===== config.mk =====
export PLATFORM = sky130hd
export DESIGN_NAME = eth_status
export DESIGN_NICKNAME = d
export VERILOG_FILES = /design/src/shared/eth_status_pkg.sv /design/src/hdl/buf_counter.sv /design/src/hdl/eth_status.sv
export VERILOG_INCLUDE_DIRS = /design/src /design/src/shared
export SDC_FILE = /design/constraint.sdc
export NUM_CORES = 1
export LEC_CHECK = 0
export BUFFER_PORTS_ARGS = -buffer_cell sky130_fd_sc_hd__buf_2
export CORE_UTILIZATION = 40
export DETAILED_ROUTE_END_ITERATION = 7
export PLACE_DENSITY = 0.67
export SLEW_MARGIN = 20
export SYNTH_ARGS = -nofsm -noshare
export SYNTH_HDL_FRONTEND = slang
export SYNTH_SLANG_ARGS = --single-unit
export TNS_END_PERCENT = 30

===== constraint.sdc =====
create_clock -name clk -period 5.28 [get_ports clk]
set_input_delay 0.528 -clock clk [delete_from_list [all_inputs] [get_ports clk]]
set_output_delay 0.528 -clock clk [all_outputs]
set_load 0.02 [all_outputs]

===== src/shared/eth_status_map.svh =====
// offsets, field positions, reset values and limits for the status block
// ----------------------------------------
// Operation
// raise transmit-abort flag on any mac abort cause
// transmit-abort flag holds until reset or a one written via clear alias; code also clears it on a direct flag write or an invert-alias one
// descriptor overrun sets descriptor-unavailable flag bit 1; clear alias or reset clears
// rx fifo overflow sets overflow flag bit 0; clear alias or reset clears
// software should touch flags only via set, clear, invert aliases
// good packet adds its descriptor count to buffer count bits 23-16
// software pulses decrement bit once per descriptor after reading packet
// hardware increment at 0xff leaves count at 0xff
// software decrement at 0x00 leaves count at zero
// simultaneous increment and decrement leave count unchanged
// with flow control on, receive halts at 0xff until decremented below
// with flow control off, receive dma keeps going while count saturated
// packet-pending flag set while count nonzero; irq only when enabled
// any write to rx start address register clears count to 0x00
// switching module off does not clear the count
// module busy bit 7 is on while enabled, then until transaction ends
// transmit busy bit 6 follows transmission, forced zero when off
// receive busy bit 5 follows reception, forced zero when off
// status bits 31-24, 15-8 and 4-0 read zero
// packet-pending clears only by reset or decrement to zero; writes ignored; code also clears it when an rx start write clears the count
// each decrement pulse lowers count by one in the following cycle
// ----------------------------------------
`ifndef ETH_STATUS_MAP_SVH
`define ETH_STATUS_MAP_SVH

// register byte addresses
`define OFS_IRQ_FLAGS 12'h000
`define OFS_IRQ_SET 12'h004
`define OFS_IRQ_CLR 12'h008
`define OFS_IRQ_INV 12'h00c
`define OFS_STATUS 12'h010
`define OFS_CONTROL 12'h014
`define OFS_IRQ_ENABLE 12'h018
`define OFS_RX_START 12'h01c

// field positions
`define BIT_RX_OVFL 0
`define BIT_RX_DESC_NA 1
`define BIT_TX_ABORT 2
`define BIT_PKT_PEND 6
`define BIT_RX_BUSY 5
`define BIT_TX_BUSY 6
`define BIT_MOD_BUSY 7
`define CNT_LSB 16
`define BIT_CTRL_DEC 0
`define BIT_CTRL_FLOW 1
`define BIT_CTRL_ON 15

// reset values and limits
`define CNT_MAX 8'hff
`define CNT_ZERO 8'h00
`define FLAGS_RST 3'h0

`endif


===== src/shared/eth_status_pkg.sv =====
// types for the status block
package eth_status_pkg;
    typedef enum logic [2:0] {
        PWR_OFF = 3'b001,
        PWR_ON = 3'b010,
        PWR_DRAIN = 3'b100
    } pwr_state_t;
endpackage


===== src/hdl/buf_counter.sv =====
// saturating packet buffer counter
`timescale 1ns/1ps
`include "eth_status_map.svh"
module buf_counter import eth_status_pkg::*; #(
    parameter int WIDTH = 8
) (
    // clock and reset
    input wire logic clk,
    input wire logic rstn,
    // count events
    input wire logic inc,
    input wire logic [WIDTH-1:0] inc_amount,
    input wire logic dec,
    input wire logic clear,
    // value
    output logic [WIDTH-1:0] count
);
    typedef struct packed {
        logic [WIDTH-1:0] count;
    } cnt_state_t;

    cnt_state_t state_ff;
    cnt_state_t nxt_state;

    function automatic logic [WIDTH-1:0] sat_add(input logic [WIDTH-1:0] a, input logic [WIDTH-1:0] b);
        logic [WIDTH:0] s;
        s = {1'b0, a} + {1'b0, b};
        sat_add = s[WIDTH] ? {WIDTH{1'b1}} : s[WIDTH-1:0];
    endfunction

    always_comb begin
        nxt_state = state_ff;
        if (clear) begin
            nxt_state.count = '0;
        end else if (inc && dec) begin
            nxt_state.count = state_ff.count;
        end else if (inc) begin
            nxt_state.count = sat_add(state_ff.count, inc_amount);
        end else if (dec && state_ff.count != '0) begin
            nxt_state.count = state_ff.count - 1'b1;
        end
    end

    always_ff @(posedge clk or negedge rstn) begin
        if (!rstn) begin
            state_ff <= '0;
        end else begin
            state_ff <= nxt_state;
        end
    end

    assign count = state_ff.count;

    property p_no_wrap_up;
        @(posedge clk) disable iff (!rstn) (&state_ff.count && inc && !dec && !clear) |=> &state_ff.count;
    endproperty
    a_no_wrap_up: assert property (p_no_wrap_up) else $error("count wrapped above max");

    property p_no_wrap_down;
        @(posedge clk) disable iff (!rstn) (state_ff.count == '0 && dec && !inc && !clear) |=> state_ff.count == '0;
    endproperty
    a_no_wrap_down: assert property (p_no_wrap_down) else $error("count wrapped below zero");

    property p_tie;
        @(posedge clk) disable iff (!rstn) (inc && dec && !clear) |=> $stable(state_ff.count);
    endproperty
    a_tie: assert property (p_tie) else $error("count moved on tie");

    property p_dec_one;
        @(posedge clk) disable iff (!rstn)
            (dec && !inc && !clear && state_ff.count != '0) |=> state_ff.count == $past(state_ff.count) - 1'b1;
    endproperty
    a_dec_one: assert property (p_dec_one) else $error("decrement not by one");
endmodule


===== src/hdl/eth_status.sv =====
// ethernet status flags, buffer count and busy indicators with apb registers
//
// Decided for this implementation: the register offsets and register access over APB.
`timescale 1ns/1ps
`include "eth_status_map.svh"
module eth_status import eth_status_pkg::*; #(
    parameter int CNT_W = 8
) (
    // clock and reset
    input wire logic clk,
    input wire logic rstn,
    // apb slave
    input wire logic psel,
    input wire logic penable,
    input wire logic pwrite,
    input wire logic [11:0] paddr,
    input wire logic [31:0] pwdata,
    output logic [31:0] prdata,
    output logic pready,
    output logic pslverr,
    // transmit path events
    input wire logic tx_active,
    input wire logic tx_abort_event,
    // receive path events
    input wire logic rx_active,
    input wire logic rx_packet_done,
    input wire logic [CNT_W-1:0] rx_desc_used,
    input wire logic rx_desc_overrun,
    input wire logic rx_fifo_overflow,
    // module transaction in flight
    input wire logic bus_txn_active,
    // outputs to system
    output logic rx_halt,
    output logic packet_pending_irq
);
    // ----------------------------------------
    // state
    // ----------------------------------------
    typedef struct packed {
        logic [2:0] flags;
        logic pend;
        logic [31:0] rdata;
        logic ready;
        logic err;
        logic on;
        logic flow_en;
        logic pend_ie;
        logic dec_pulse;
        logic clr_cnt;
        pwr_state_t pwr;
        logic tx_busy;
        logic rx_busy;
        logic halt;
        logic irq;
    } st_t;

    st_t s_ff;
    st_t nxt_s;
    logic [CNT_W-1:0] cnt;
    logic cnt_inc;

    function automatic logic is_addr(input logic [11:0] a, input logic [11:0] ofs);
        is_addr = (a == ofs);
    endfunction

    // the four flag aliases all read back the flag word
    function automatic logic is_flag_alias(input logic [11:0] a);
        is_flag_alias = is_addr(a, `OFS_IRQ_FLAGS) || is_addr(a, `OFS_IRQ_SET) ||
            is_addr(a, `OFS_IRQ_CLR) || is_addr(a, `OFS_IRQ_INV);
    endfunction

    function automatic logic is_mapped(input logic [11:0] a);
        is_mapped = is_flag_alias(a) || is_addr(a, `OFS_STATUS) || is_addr(a, `OFS_CONTROL) ||
            is_addr(a, `OFS_IRQ_ENABLE) || is_addr(a, `OFS_RX_START);
    endfunction

    // ----------------------------------------
    // buffer counter
    // ----------------------------------------
    // not gated by halt: a halted receiver completes no packets, and saturation covers the rest
    assign cnt_inc = rx_packet_done;

    buf_counter #(
        .WIDTH(CNT_W)
    ) u_cnt (
        .clk(clk),
        .rstn(rstn),
        .inc(cnt_inc),
        .inc_amount(rx_desc_used),
        .dec(s_ff.dec_pulse),
        .clear(s_ff.clr_cnt),
        .count(cnt)
    );

    // ----------------------------------------
    // next state
    // ----------------------------------------
    always_comb begin
        logic acc;
        logic wr;
        logic [2:0] wflags;
        logic [2:0] sets;
        acc = psel && penable && !s_ff.ready;
        wr = acc && pwrite;
        wflags = pwdata[2:0];
        sets = '0;
        nxt_s = s_ff;
        nxt_s.ready = acc;
        nxt_s.err = 1'b0;
        nxt_s.dec_pulse = 1'b0;
        nxt_s.clr_cnt = 1'b0;
        // software side of the three event flags
        if (wr && is_addr(paddr, `OFS_IRQ_FLAGS)) begin
            nxt_s.flags = wflags;
        end else if (wr && is_addr(paddr, `OFS_IRQ_SET)) begin
            nxt_s.flags = s_ff.flags | wflags;
        end else if (wr && is_addr(paddr, `OFS_IRQ_CLR)) begin
            nxt_s.flags = s_ff.flags & ~wflags;
        end else if (wr && is_addr(paddr, `OFS_IRQ_INV)) begin
            nxt_s.flags = s_ff.flags ^ wflags;
        end
        // hardware set wins over a clear in the same cycle
        sets[`BIT_TX_ABORT] = tx_abort_event;
        sets[`BIT_RX_DESC_NA] = rx_desc_overrun;
        sets[`BIT_RX_OVFL] = rx_fifo_overflow;
        nxt_s.flags = nxt_s.flags | sets;
        if (wr && is_addr(paddr, `OFS_CONTROL)) begin
            nxt_s.on = pwdata[`BIT_CTRL_ON];
            nxt_s.flow_en = pwdata[`BIT_CTRL_FLOW];
            nxt_s.dec_pulse = pwdata[`BIT_CTRL_DEC];
        end
        if (wr && is_addr(paddr, `OFS_IRQ_ENABLE)) begin
            nxt_s.pend_ie = pwdata[`BIT_PKT_PEND];
        end
        if (wr && is_addr(paddr, `OFS_RX_START)) begin
            nxt_s.clr_cnt = 1'b1;
        end
        // pending follows the count; direct flag writes never touch it
        nxt_s.pend = (cnt != '0);
        nxt_s.irq = nxt_s.pend && s_ff.pend_ie;
        // halt only under flow control; count survives switch-off
        nxt_s.halt = s_ff.flow_en && (cnt == `CNT_MAX);
        nxt_s.tx_busy = s_ff.on && tx_active;
        nxt_s.rx_busy = s_ff.on && rx_active;
        case (s_ff.pwr)
            PWR_OFF: if (s_ff.on) nxt_s.pwr = PWR_ON;
            PWR_ON: if (!s_ff.on) nxt_s.pwr = bus_txn_active ? PWR_DRAIN : PWR_OFF;
            PWR_DRAIN: begin
                if (s_ff.on) begin
                    nxt_s.pwr = PWR_ON;
                end else if (!bus_txn_active) begin
                    nxt_s.pwr = PWR_OFF;
                end
            end
            default: nxt_s.pwr = PWR_OFF;
        endcase
        // read data
        nxt_s.rdata = '0;
        if (acc && !pwrite) begin
            if (is_flag_alias(paddr)) begin
                nxt_s.rdata[2:0] = s_ff.flags;
                nxt_s.rdata[`BIT_PKT_PEND] = s_ff.pend;
            end else if (is_addr(paddr, `OFS_STATUS)) begin
                // unlisted bits stay zero
                nxt_s.rdata[`CNT_LSB +: CNT_W] = cnt;
                nxt_s.rdata[`BIT_MOD_BUSY] = (s_ff.pwr != PWR_OFF);
                nxt_s.rdata[`BIT_TX_BUSY] = s_ff.tx_busy;
                nxt_s.rdata[`BIT_RX_BUSY] = s_ff.rx_busy;
            end else if (is_addr(paddr, `OFS_CONTROL)) begin
                nxt_s.rdata[`BIT_CTRL_ON] = s_ff.on;
                nxt_s.rdata[`BIT_CTRL_FLOW] = s_ff.flow_en;
            end else if (is_addr(paddr, `OFS_IRQ_ENABLE)) begin
                nxt_s.rdata[`BIT_PKT_PEND] = s_ff.pend_ie;
            end else if (!is_addr(paddr, `OFS_RX_START)) begin
                nxt_s.err = 1'b1;
            end
        end else if (wr) begin
            nxt_s.err = !is_mapped(paddr);
        end
    end

    always_ff @(posedge clk or negedge rstn) begin
        if (!rstn) begin
            s_ff <= '{flags: `FLAGS_RST, pwr: PWR_OFF, default: '0};
        end else begin
            s_ff <= nxt_s;
        end
    end

    // ----------------------------------------
    // outputs
    // ----------------------------------------
    assign prdata = s_ff.rdata;
    assign pready = s_ff.ready;
    assign pslverr = s_ff.err;
    assign rx_halt = s_ff.halt;
    assign packet_pending_irq = s_ff.irq;

    // ----------------------------------------
    // checks
    // ----------------------------------------
    property p_abort_set;
        @(posedge clk) disable iff (!rstn) tx_abort_event |=> s_ff.flags[`BIT_TX_ABORT];
    endproperty
    a_abort_set: assert property (p_abort_set) else $error("abort flag not set");

    property p_abort_hold;
        @(posedge clk) disable iff (!rstn)
            (s_ff.flags[`BIT_TX_ABORT] && !(psel && penable && pwrite)) |=> s_ff.flags[`BIT_TX_ABORT];
    endproperty
    a_abort_hold: assert property (p_abort_hold) else $error("abort flag dropped");

    property p_desc_set;
        @(posedge clk) disable iff (!rstn) rx_desc_overrun |=> s_ff.flags[`BIT_RX_DESC_NA];
    endproperty
    a_desc_set: assert property (p_desc_set) else $error("descriptor flag not set");

    property p_ovfl_set;
        @(posedge clk) disable iff (!rstn) rx_fifo_overflow |=> s_ff.flags[`BIT_RX_OVFL];
    endproperty
    a_ovfl_set: assert property (p_ovfl_set) else $error("overflow flag not set");

    property p_inc;
        @(posedge clk) disable iff (!rstn)
            (cnt_inc && !s_ff.dec_pulse && !s_ff.clr_cnt && cnt == '0) |=> cnt == $past(rx_desc_used);
    endproperty
    a_inc: assert property (p_inc) else $error("count not incremented");

    property p_halt;
        @(posedge clk) disable iff (!rstn) (s_ff.flow_en && cnt == `CNT_MAX) |=> rx_halt;
    endproperty
    a_halt: assert property (p_halt) else $error("no halt at max");

    property p_no_halt;
        @(posedge clk) disable iff (!rstn) !s_ff.flow_en |=> !rx_halt;
    endproperty
    a_no_halt: assert property (p_no_halt) else $error("halt without flow control");

    property p_pend;
        @(posedge clk) disable iff (!rstn) (cnt != '0) |=> s_ff.pend;
    endproperty
    a_pend: assert property (p_pend) else $error("pending not set");

    property p_rxst_clr;
        @(posedge clk) disable iff (!rstn)
            (psel && penable && pwrite && !pready && paddr == `OFS_RX_START) |=> ##1 cnt == '0;
    endproperty
    a_rxst_clr: assert property (p_rxst_clr) else $error("start write did not clear count");

    property p_keep_off;
        @(posedge clk) disable iff (!rstn)
            ($fell(s_ff.on) && !cnt_inc && !s_ff.dec_pulse && !s_ff.clr_cnt) |=> $stable(cnt);
    endproperty
    a_keep_off: assert property (p_keep_off) else $error("count changed on switch-off");

    property p_busy_on;
        @(posedge clk) disable iff (!rstn) s_ff.on |-> ##2 s_ff.pwr != PWR_OFF || !s_ff.on;
    endproperty
    a_busy_on: assert property (p_busy_on) else $error("module busy low while on");

    property p_txrx_off;
        @(posedge clk) disable iff (!rstn) !s_ff.on |=> !s_ff.tx_busy && !s_ff.rx_busy;
    endproperty
    a_txrx_off: assert property (p_txrx_off) else $error("busy while off");

    property p_ready_one;
        @(posedge clk) disable iff (!rstn) pready |=> !pready;
    endproperty
    a_ready_one: assert property (p_ready_one) else $error("pready held over one cycle");

    property p_ready_ack;
        @(posedge clk) disable iff (!rstn) (psel && penable && !pready) |=> pready;
    endproperty
    a_ready_ack: assert property (p_ready_ack) else $error("no answer after one wait state");

    property p_rdata_idle;
        @(posedge clk) disable iff (!rstn) !pready |-> prdata == 32'h0000_0000;
    endproperty
    a_rdata_idle: assert property (p_rdata_idle) else $error("read data outside answer cycle");

    property p_err_ready;
        @(posedge clk) disable iff (!rstn) pslverr |-> pready;
    endproperty
    a_err_ready: assert property (p_err_ready) else $error("error without ready");

    property p_desc_hold;
        @(posedge clk) disable iff (!rstn)
            (s_ff.flags[`BIT_RX_DESC_NA] && !(psel && penable && pwrite)) |=> s_ff.flags[`BIT_RX_DESC_NA];
    endproperty
    a_desc_hold: assert property (p_desc_hold) else $error("descriptor flag dropped");

    property p_ovfl_hold;
        @(posedge clk) disable iff (!rstn)
            (s_ff.flags[`BIT_RX_OVFL] && !(psel && penable && pwrite)) |=> s_ff.flags[`BIT_RX_OVFL];
    endproperty
    a_ovfl_hold: assert property (p_ovfl_hold) else $error("overflow flag dropped");

    property p_clr_cnt;
        @(posedge clk) disable iff (!rstn) s_ff.clr_cnt |=> cnt == '0;
    endproperty
    a_clr_cnt: assert property (p_clr_cnt) else $error("clear pulse left count");

    property p_pend_clr;
        @(posedge clk) disable iff (!rstn) (cnt == '0) |=> !s_ff.pend;
    endproperty
    a_pend_clr: assert property (p_pend_clr) else $error("pending kept at zero count");

    property p_irq_mask;
        @(posedge clk) disable iff (!rstn) !s_ff.pend_ie |=> !packet_pending_irq;
    endproperty
    a_irq_mask: assert property (p_irq_mask) else $error("irq while disabled");

    property p_status_zero;
        @(posedge clk) disable iff (!rstn) (pready && psel && !pwrite && paddr == `OFS_STATUS) |->
            (prdata[31:24] == 8'h00 && prdata[15:8] == 8'h00 && prdata[4:0] == 5'h00);
    endproperty
    a_status_zero: assert property (p_status_zero) else $error("reserved status bits set");

    property p_on_busy;
        @(posedge clk) disable iff (!rstn) $rose(s_ff.on) |=> s_ff.pwr == PWR_ON;
    endproperty
    a_on_busy: assert property (p_on_busy) else $error("module busy not raised");

    property p_drain;
        @(posedge clk) disable iff (!rstn) (s_ff.pwr == PWR_ON && !s_ff.on && bus_txn_active) |=> s_ff.pwr == PWR_DRAIN;
    endproperty
    a_drain: assert property (p_drain) else $error("no drain on switch-off");

    property p_drain_end;
        @(posedge clk) disable iff (!rstn)
            (s_ff.pwr == PWR_DRAIN && !s_ff.on && !bus_txn_active) |=> s_ff.pwr == PWR_OFF;
    endproperty
    a_drain_end: assert property (p_drain_end) else $error("busy after transaction end");

    property p_tx_follow;
        @(posedge clk) disable iff (!rstn) (s_ff.on && tx_active) |=> s_ff.tx_busy;
    endproperty
    a_tx_follow: assert property (p_tx_follow) else $error("transmit busy missing");

    property p_rx_follow;
        @(posedge clk) disable iff (!rstn) (s_ff.on && rx_active) |=> s_ff.rx_busy;
    endproperty
    a_rx_follow: assert property (p_rx_follow) else $error("receive busy missing");

    c_abort: cover property (@(posedge clk) disable iff (!rstn) tx_abort_event ##1 s_ff.flags[`BIT_TX_ABORT]);
    c_sat: cover property (@(posedge clk) disable iff (!rstn) cnt == `CNT_MAX && cnt_inc);
    c_halt: cover property (@(posedge clk) disable iff (!rstn) $rose(rx_halt));
    c_drain: cover property (@(posedge clk) disable iff (!rstn) s_ff.pwr == PWR_DRAIN);
    c_irq: cover property (@(posedge clk) disable iff (!rstn) $rose(packet_pending_irq));
endmodule


==> results of run 1 <==
-- stage by stage --
stage / area [um2] / setup slack [ps]
2_1_floorplan: 2690 / 2850
3_3_place_gp: 2810 / 2560
3_5_place_dp: 2810 / 2550
4_1_cts: 2890 / 2710
5_1_grt: 2890 / 2570
6_report: 2890 / 2690
-- per-layer routing --
layer,vias up,global-route usage
met2,49,0.246
li1,969,-
met5,-,0
met3,4,0.0239
met4,0,0.0517
met1,942,0.209
-- layout make-up --
class                   instances  share of cell area
flip-flops and latches         41               0.356
inverters                      17              0.0221
repair buffers                 55              0.0954
clock buffers                   7              0.0264
well taps                      77              0.0334
multi-input cells             186               0.465
clock inverters                 1             0.00173
-- path summary, 6_finish.rpt --
path                            slack, ps              to  depth (start not counted)       startpoint
max in group asynchronous            4350  u_cnt.count[5]                          1             rstn
worst max register to register       2690  u_cnt.count[5]                          7   u_cnt.count[0]
worst max-delay path                 2690  u_cnt.count[5]                          7   u_cnt.count[0]
min in group clk                      430        s_ff[48]                          2  rx_desc_overrun
worst min register to register        480       prdata[5]                          1          s_ff[2]
worst min-delay path                  360       prdata[2]                          1             rstn
-- flip-flops by register name (all words and copies together) (netlist names) --
signal              cells
prdata                 15
packet_pending_irq      1
pslverr                 1
u_cnt.count             8
rx_halt                 1
s_ff                   14
pready                  1
-- cells by family after synthesis --
group,after synthesis,share of synthesized area
buffers and inverters,53,0.122
adders and majority gates,18,0.0885
DFF,41,0.391
muxes,8,0.0466
xor gates and xnor gates,7,0.0233
other,1,0.00143
and+or+nand+nor,81,0.183
AOI/OAI and AO/OA,55,0.145
-- power breakdown --
group	switching, W	internal [W]	total [W]	leakage (nW)
clock	0.000106	0.0000929	0.000199	0.0422
combinational	0.000152	0.000121	0.000273	0.907
sequential	0.0000473	0.000335	0.000382	0.528
total	0.000305	0.000549	0.000854	1.48
-- cells in the final DEF (no fill, tap or decap), drive strengths merged, types with 6 or more instances in the layout --
| cell type | netlist | final |
|---|---|---|
| a21oi | 10 | 10 |
| o21ai | 12 | 12 |
| dfrtp | 40 | 40 |
| nor4 | 6 | 6 |
| conb | 1 | 17 |
| buf | 33 | 55 |
| nor2 | 20 | 20 |
| clkbuf | 3 | 7 |
| ha | 17 | 17 |
| inv | 17 | 17 |
| and2 | 14 | 14 |
| nand2 | 11 | 11 |
-- worst max-delay path, stage by stage, from the launching register on --
cell and delay (ps):
dfrtp_1 450, ha_1 250, fa_1 430, a211oi_1 350, o21bai_1 120, a311o_1 470, a21oi_1 250, o41ai_1 120
==> metrics.md, run 1 <==
| Metric | Value |
|---|---|
| Die area | 6900 um2 |
| Core box area | 6350 um2 |
| Inserted Diodes | 0 |
| Ys flop type | dfrtp_1 |
| Post-Layout Cell Count | 384 |
| Ys Warns | 0 |
| First-pass GRT wire length | approximately 8500 um |
| Tmin final | 2590 ps |
| Data required, critical path | 5410 ps |
| Crit path kind | flip-flop to flip-flop |
| FP Rows | 29 |
| FILL cells | 605 |
| Worst slew pin tran | 923 ps |
| Synth area leaders | dfrtp_1 (38%), buf_4 (9.1%), ha_1 (8.1%), and2_1 (3.3%), nor2_1 (2.9%) |
| Setup bufs post-CTS | 0 |
| Post-Synthesis Cells | 264 |
| Register area share after synthesis | 0.391 |
| Routability-driven placement congestion ratio | 0.868 |
| Path type of the worst min-delay path | input pin to asynchronous set/reset pin |
| DP Wirelength | 3910 um |
| Longest Clk Path Bufs | 2 |
| P per Cell Area | 296 nW/um2 |
| Tcrit/Tclk final | 0.490 |
| Worst setup SP type | flip-flop |
| Drt first pass iters | 4 |
| Total number of vias | 1964 |
| Final Setup Violations | 0 |
| Area delta synth->final | 9.75% |
| Final net count | 388 |
| Hold Vio Cnt, Final | 0 |
| CTS resizes | 0 |
| Root Driver | clkbuf_8 |
| RSZ-0062 raised after global routing | no |
| Cell Area, Synth | ~2600 um2 |
| Largest net degree at the start of global routing | 42 |
| Final wirelength | roughly 5000 um |
| 1st-iter DRT viols | 58 |
| Later-pin clock latency in the skew report | 290 ps |
| Drt wl/cell | 13.3 um |
| Initial core utilization | 0.414 |
| Worst vdd ir | 0.119 mV |
| DRC | 0 |
| Top-count cell post-synth | dfrtp_1 |
| Uppermost layer routed | met4 |
| Vias in the first global route | 1831 |
| Syn Area/Cell | 9.96 um2 |
| EDFF count, synth | 0 |
| Critical Path AT | 2720 ps |
| Hold_buf cts | 0 |
| ANT nets after route | 0 |
| WHS | roughly 360 ps |
| Worst-case clock skew | between 10 and 15 ps |
| Async set or reset register ratio after synthesis | 1.00 |
| Max-cap violation count | 0 |
| Initial antenna violation count | 0 |
| Achievable Freq | 387 MHz |
| TritonCTS clock tree | done |
| Pins over their slew limit | 0 |
| Num CTS Buffers | 5 |
| Number of library cell types mapped by synthesis | 54 |
| Port Buffers | 55 |
| End-of-flow core utilization | 0.455 |
| Leak | 1.48 nW |
| Gr ovfl total | 0 |
| Clock sinks | 41 |
| #FFs+latches synth | between 40 and 50 |
| Synth top cells by count | dfrtp_1 (40), buf_4 (32), nor2_1 (20) |
| Worst setup EP type | flip-flop |
| Run status | completed |
| Htree depth | 2 |
| Yosys top cell by area | dfrtp_1 |
| Top-Level Pins | 100 |
| CP max FO | 7 |
| Total Power | 0.000854 W |
| Sequential cell area | roughly 1000 um2 |
| Fraction of layout cells with a size suffix above 1 | 0.241 |
| M1 WL | 2380 um |
| Vias per cell | 5.11 |
| Clock slew at reported path FFs | 80 ps |
| Post-Place Cells | 376 |
| Met2 routed WL | 2470 um |
| All-Layer GR Usage | 0.152 |
| Final setup TNS | 0 ps |
| Post-synth top area share | 0.381 |
| Met3 WL | 192 um |
| Die W | 83.1 um |
| Area of the multi-input gates | ~1300 um2 |
| Slew headroom | 0.379 |
| DIE HEIGHT | slightly above 80 um |
Note: power is estimated with default switching activity, not from simulation.
==> run 2: changes to the inputs <==
- PLACE_DENSITY: 0.67 -> 0.7
- clock period: 5.28 -> 2.1 ns (I/O delays scaled with it)
==> metrics.md, run 2 (synthesized netlist as in run 1, its figures left out) <==
| Metric | Value |
|---|---|
| WHS | 106 ps (-252 ps) |
| FILL cells | 616 (+1.8%) |
| Total number of vias | 2094 (+6.6%) |
| Worst Setup Slack, final | -96.7 ps (-2790 ps) |
| Max-cap violation count | 0 (unchanged) |
| Initial core utilization | 0.414 (unchanged) |
| Largest net degree at the start of global routing | 24 (-43%) |
| 1st-iter DRT viols | 101 (+74%) |
| Initial antenna violation count | 0 (unchanged) |
| Die W | 83.1 um (unchanged) |
| Post-Layout Cell Count | 413 (+7.6%) |
| ANT nets after route | 0 (unchanged) |
| Routability-driven placement congestion ratio | 0.807 (-6.9%) |
| Vias per cell | 5.07 (-0.87%) |
| All-Layer GR Usage | 0.167 (+0.0143) |
| Tcrit/Tclk final | 1.05 (+0.556) |
| Achievable Freq | 455 MHz (+18%) |
| Vias in the first global route | 2027 (+11%) |
| First-pass GRT wire length | 9340 um (+9.3%) |
| CP max FO | 7 (unchanged) |
| FP Rows | 29 (unchanged) |
| Data required, critical path | 2280 ps (-3130 ps) |
| Longest Clk Path Bufs | 2 (unchanged) |
| Place WS | -80.3 ps (-2630 ps) |
| Worst vdd ir | 0.341 mV (+190%) |
| Worst-case clock skew | 6.29 ps (-4.70 ps) |
| Total Power | 0.00251 W (+190%) |
| Final wirelength | 5430 um (+6.4%) |
| Max reg flops | 15 (unchanged) |
| Inserted Diodes | 0 (unchanged) |
| Num CTS Buffers | 5 (unchanged) |
| Leak | 1.64 nW (+11%) |
| Root Driver | clkbuf_8 |
| End-of-flow core utilization | 0.502 (+0.0473) |
| RSZ-0062 raised after global routing | yes |
| Violated checks | negative setup slack |
| DP Wirelength | 4280 um (+9.6%) |
| DRC | 0 (unchanged) |
| Die area | 6900 um2 (unchanged) |
| Later-pin clock latency in the skew report | 290 ps (about the same) |
| Htree depth | 2 (unchanged) |
| Drt wl/cell | 13.1 um (-1.1%) |
| DIE HEIGHT | 83.1 um (unchanged) |
| Post-Place Cells | 402 (+6.9%) |
| Drt first pass iters | 4 (unchanged) |
| P per Cell Area | 788 nW/um2 (+170%) |
| Final net count | 417 (+7.5%) |
| TritonCTS clock tree | done |
| Path type of the worst min-delay path | input pin to flip-flop |
| Tmin final | 2200 ps (-389 ps) |
| Most frequent cells in the layout | buf_2 (55), dfrtp_1 (39), buf_4 (28) |
| Gr ovfl total | 0 (unchanged) |
| Final Setup Violations | 4 (+4) |
| Top-Level Pins | 100 (unchanged) |
| Hold Vio Cnt, Final | 0 (unchanged) |
| Worst setup EP type | flip-flop |
| Crit path kind | flip-flop to flip-flop |
| Port Buffers | 55 (unchanged) |
| Area delta synth->final | 21.2% |
| Run status | finished, violations left |
| Worst setup SP type | flip-flop |
| Critical Path AT | 2380 ps (-340 ps) |
| Pins over their slew limit | 0 (unchanged) |
| Clock slew at reported path FFs | 80 ps (about the same) |
| Most common cell after layout, fill and taps aside | buf_2 |
| Fraction of layout cells with a size suffix above 1 | 0.333 (+0.0923) |
| Core box area | 6350 um2 (unchanged) |
| Clock sinks | 41 (unchanged) |
-- run 2: path summary, 6_finish.rpt --
kind / slack [ps] / end / depth (start not counted) / startpoint
setup / recovery: -100 / u_cnt.count[2] / 7 / u_cnt.count[0]
hold / removal: 110 / s_ff[49] / 2 / tx_abort_event
setup reg to reg: -100 / u_cnt.count[2] / 7 / u_cnt.count[0]
hold reg to reg: 450 / prdata[5] / 1 / s_ff[2]
max in group asynchronous: 1050 / s_ff[2] / 3 / rstn
min in group asynchronous: 400 / s_ff[49] / 2 / rstn
-- run 2: repair_timing --
action / in CTS / in global routing
setup buffers: 0 / 2
endpoints found under the setup margin: 5 / 8
gates resized for setup: 3 / 6
endpoints found under the hold margin: 17 / 0
hold buffers: 1 / 0
pin swaps: 1 / 2
-- run 2: layer usage --
| layer | routed length (um) | track usage | up-vias |
|---|---|---|---|
| met4 | 97 | 0.0580 | 0 |
| met2 | 2680 | 0.277 | 49 |
| met1 | 2440 | 0.219 | 1011 |
| met5 | 0 | 0 | - |
| li1 | - | - | 1025 |
| met3 | 207 | 0.0288 | 9 |
-- run 2: layout make-up --
class                      instances  area [um2]  share of cell area
clock buffer                       7        86.3              0.0271
timing repair buffer              84         495               0.155
sequential                        41        1030               0.323
clock inverter                     1        30.0             0.00942
multi-input combinational        186        1390               0.435
tap                               77        96.3              0.0302
inverter                          17        63.8              0.0200
-- run 2: critical path, cell delays in order, from the launching register on --
cell,delay [ps]
dfrtp_1,430
ha_4,180
fa_2,340
a211oi_2,220
o21bai_1,110
a311o_2,440
o21a_1,200
o22a_1,170
-- run 2: stage by stage --
stage	instance area, um2	setup TNS, ps
floorplan	2700	-6.94
global placement	3010	-55.9
detailed placement	3010	-126
CTS	3140	-213
global route	3190	-833
finish	3190	-168
-- run 2: power by group --
part           switching [W]  internal [W]  total, W
clock network       0.000261      0.000387  0.000648
registers          0.0000729      0.000844  0.000917
logic               0.000491      0.000455  0.000946
total               0.000825       0.00169   0.00251
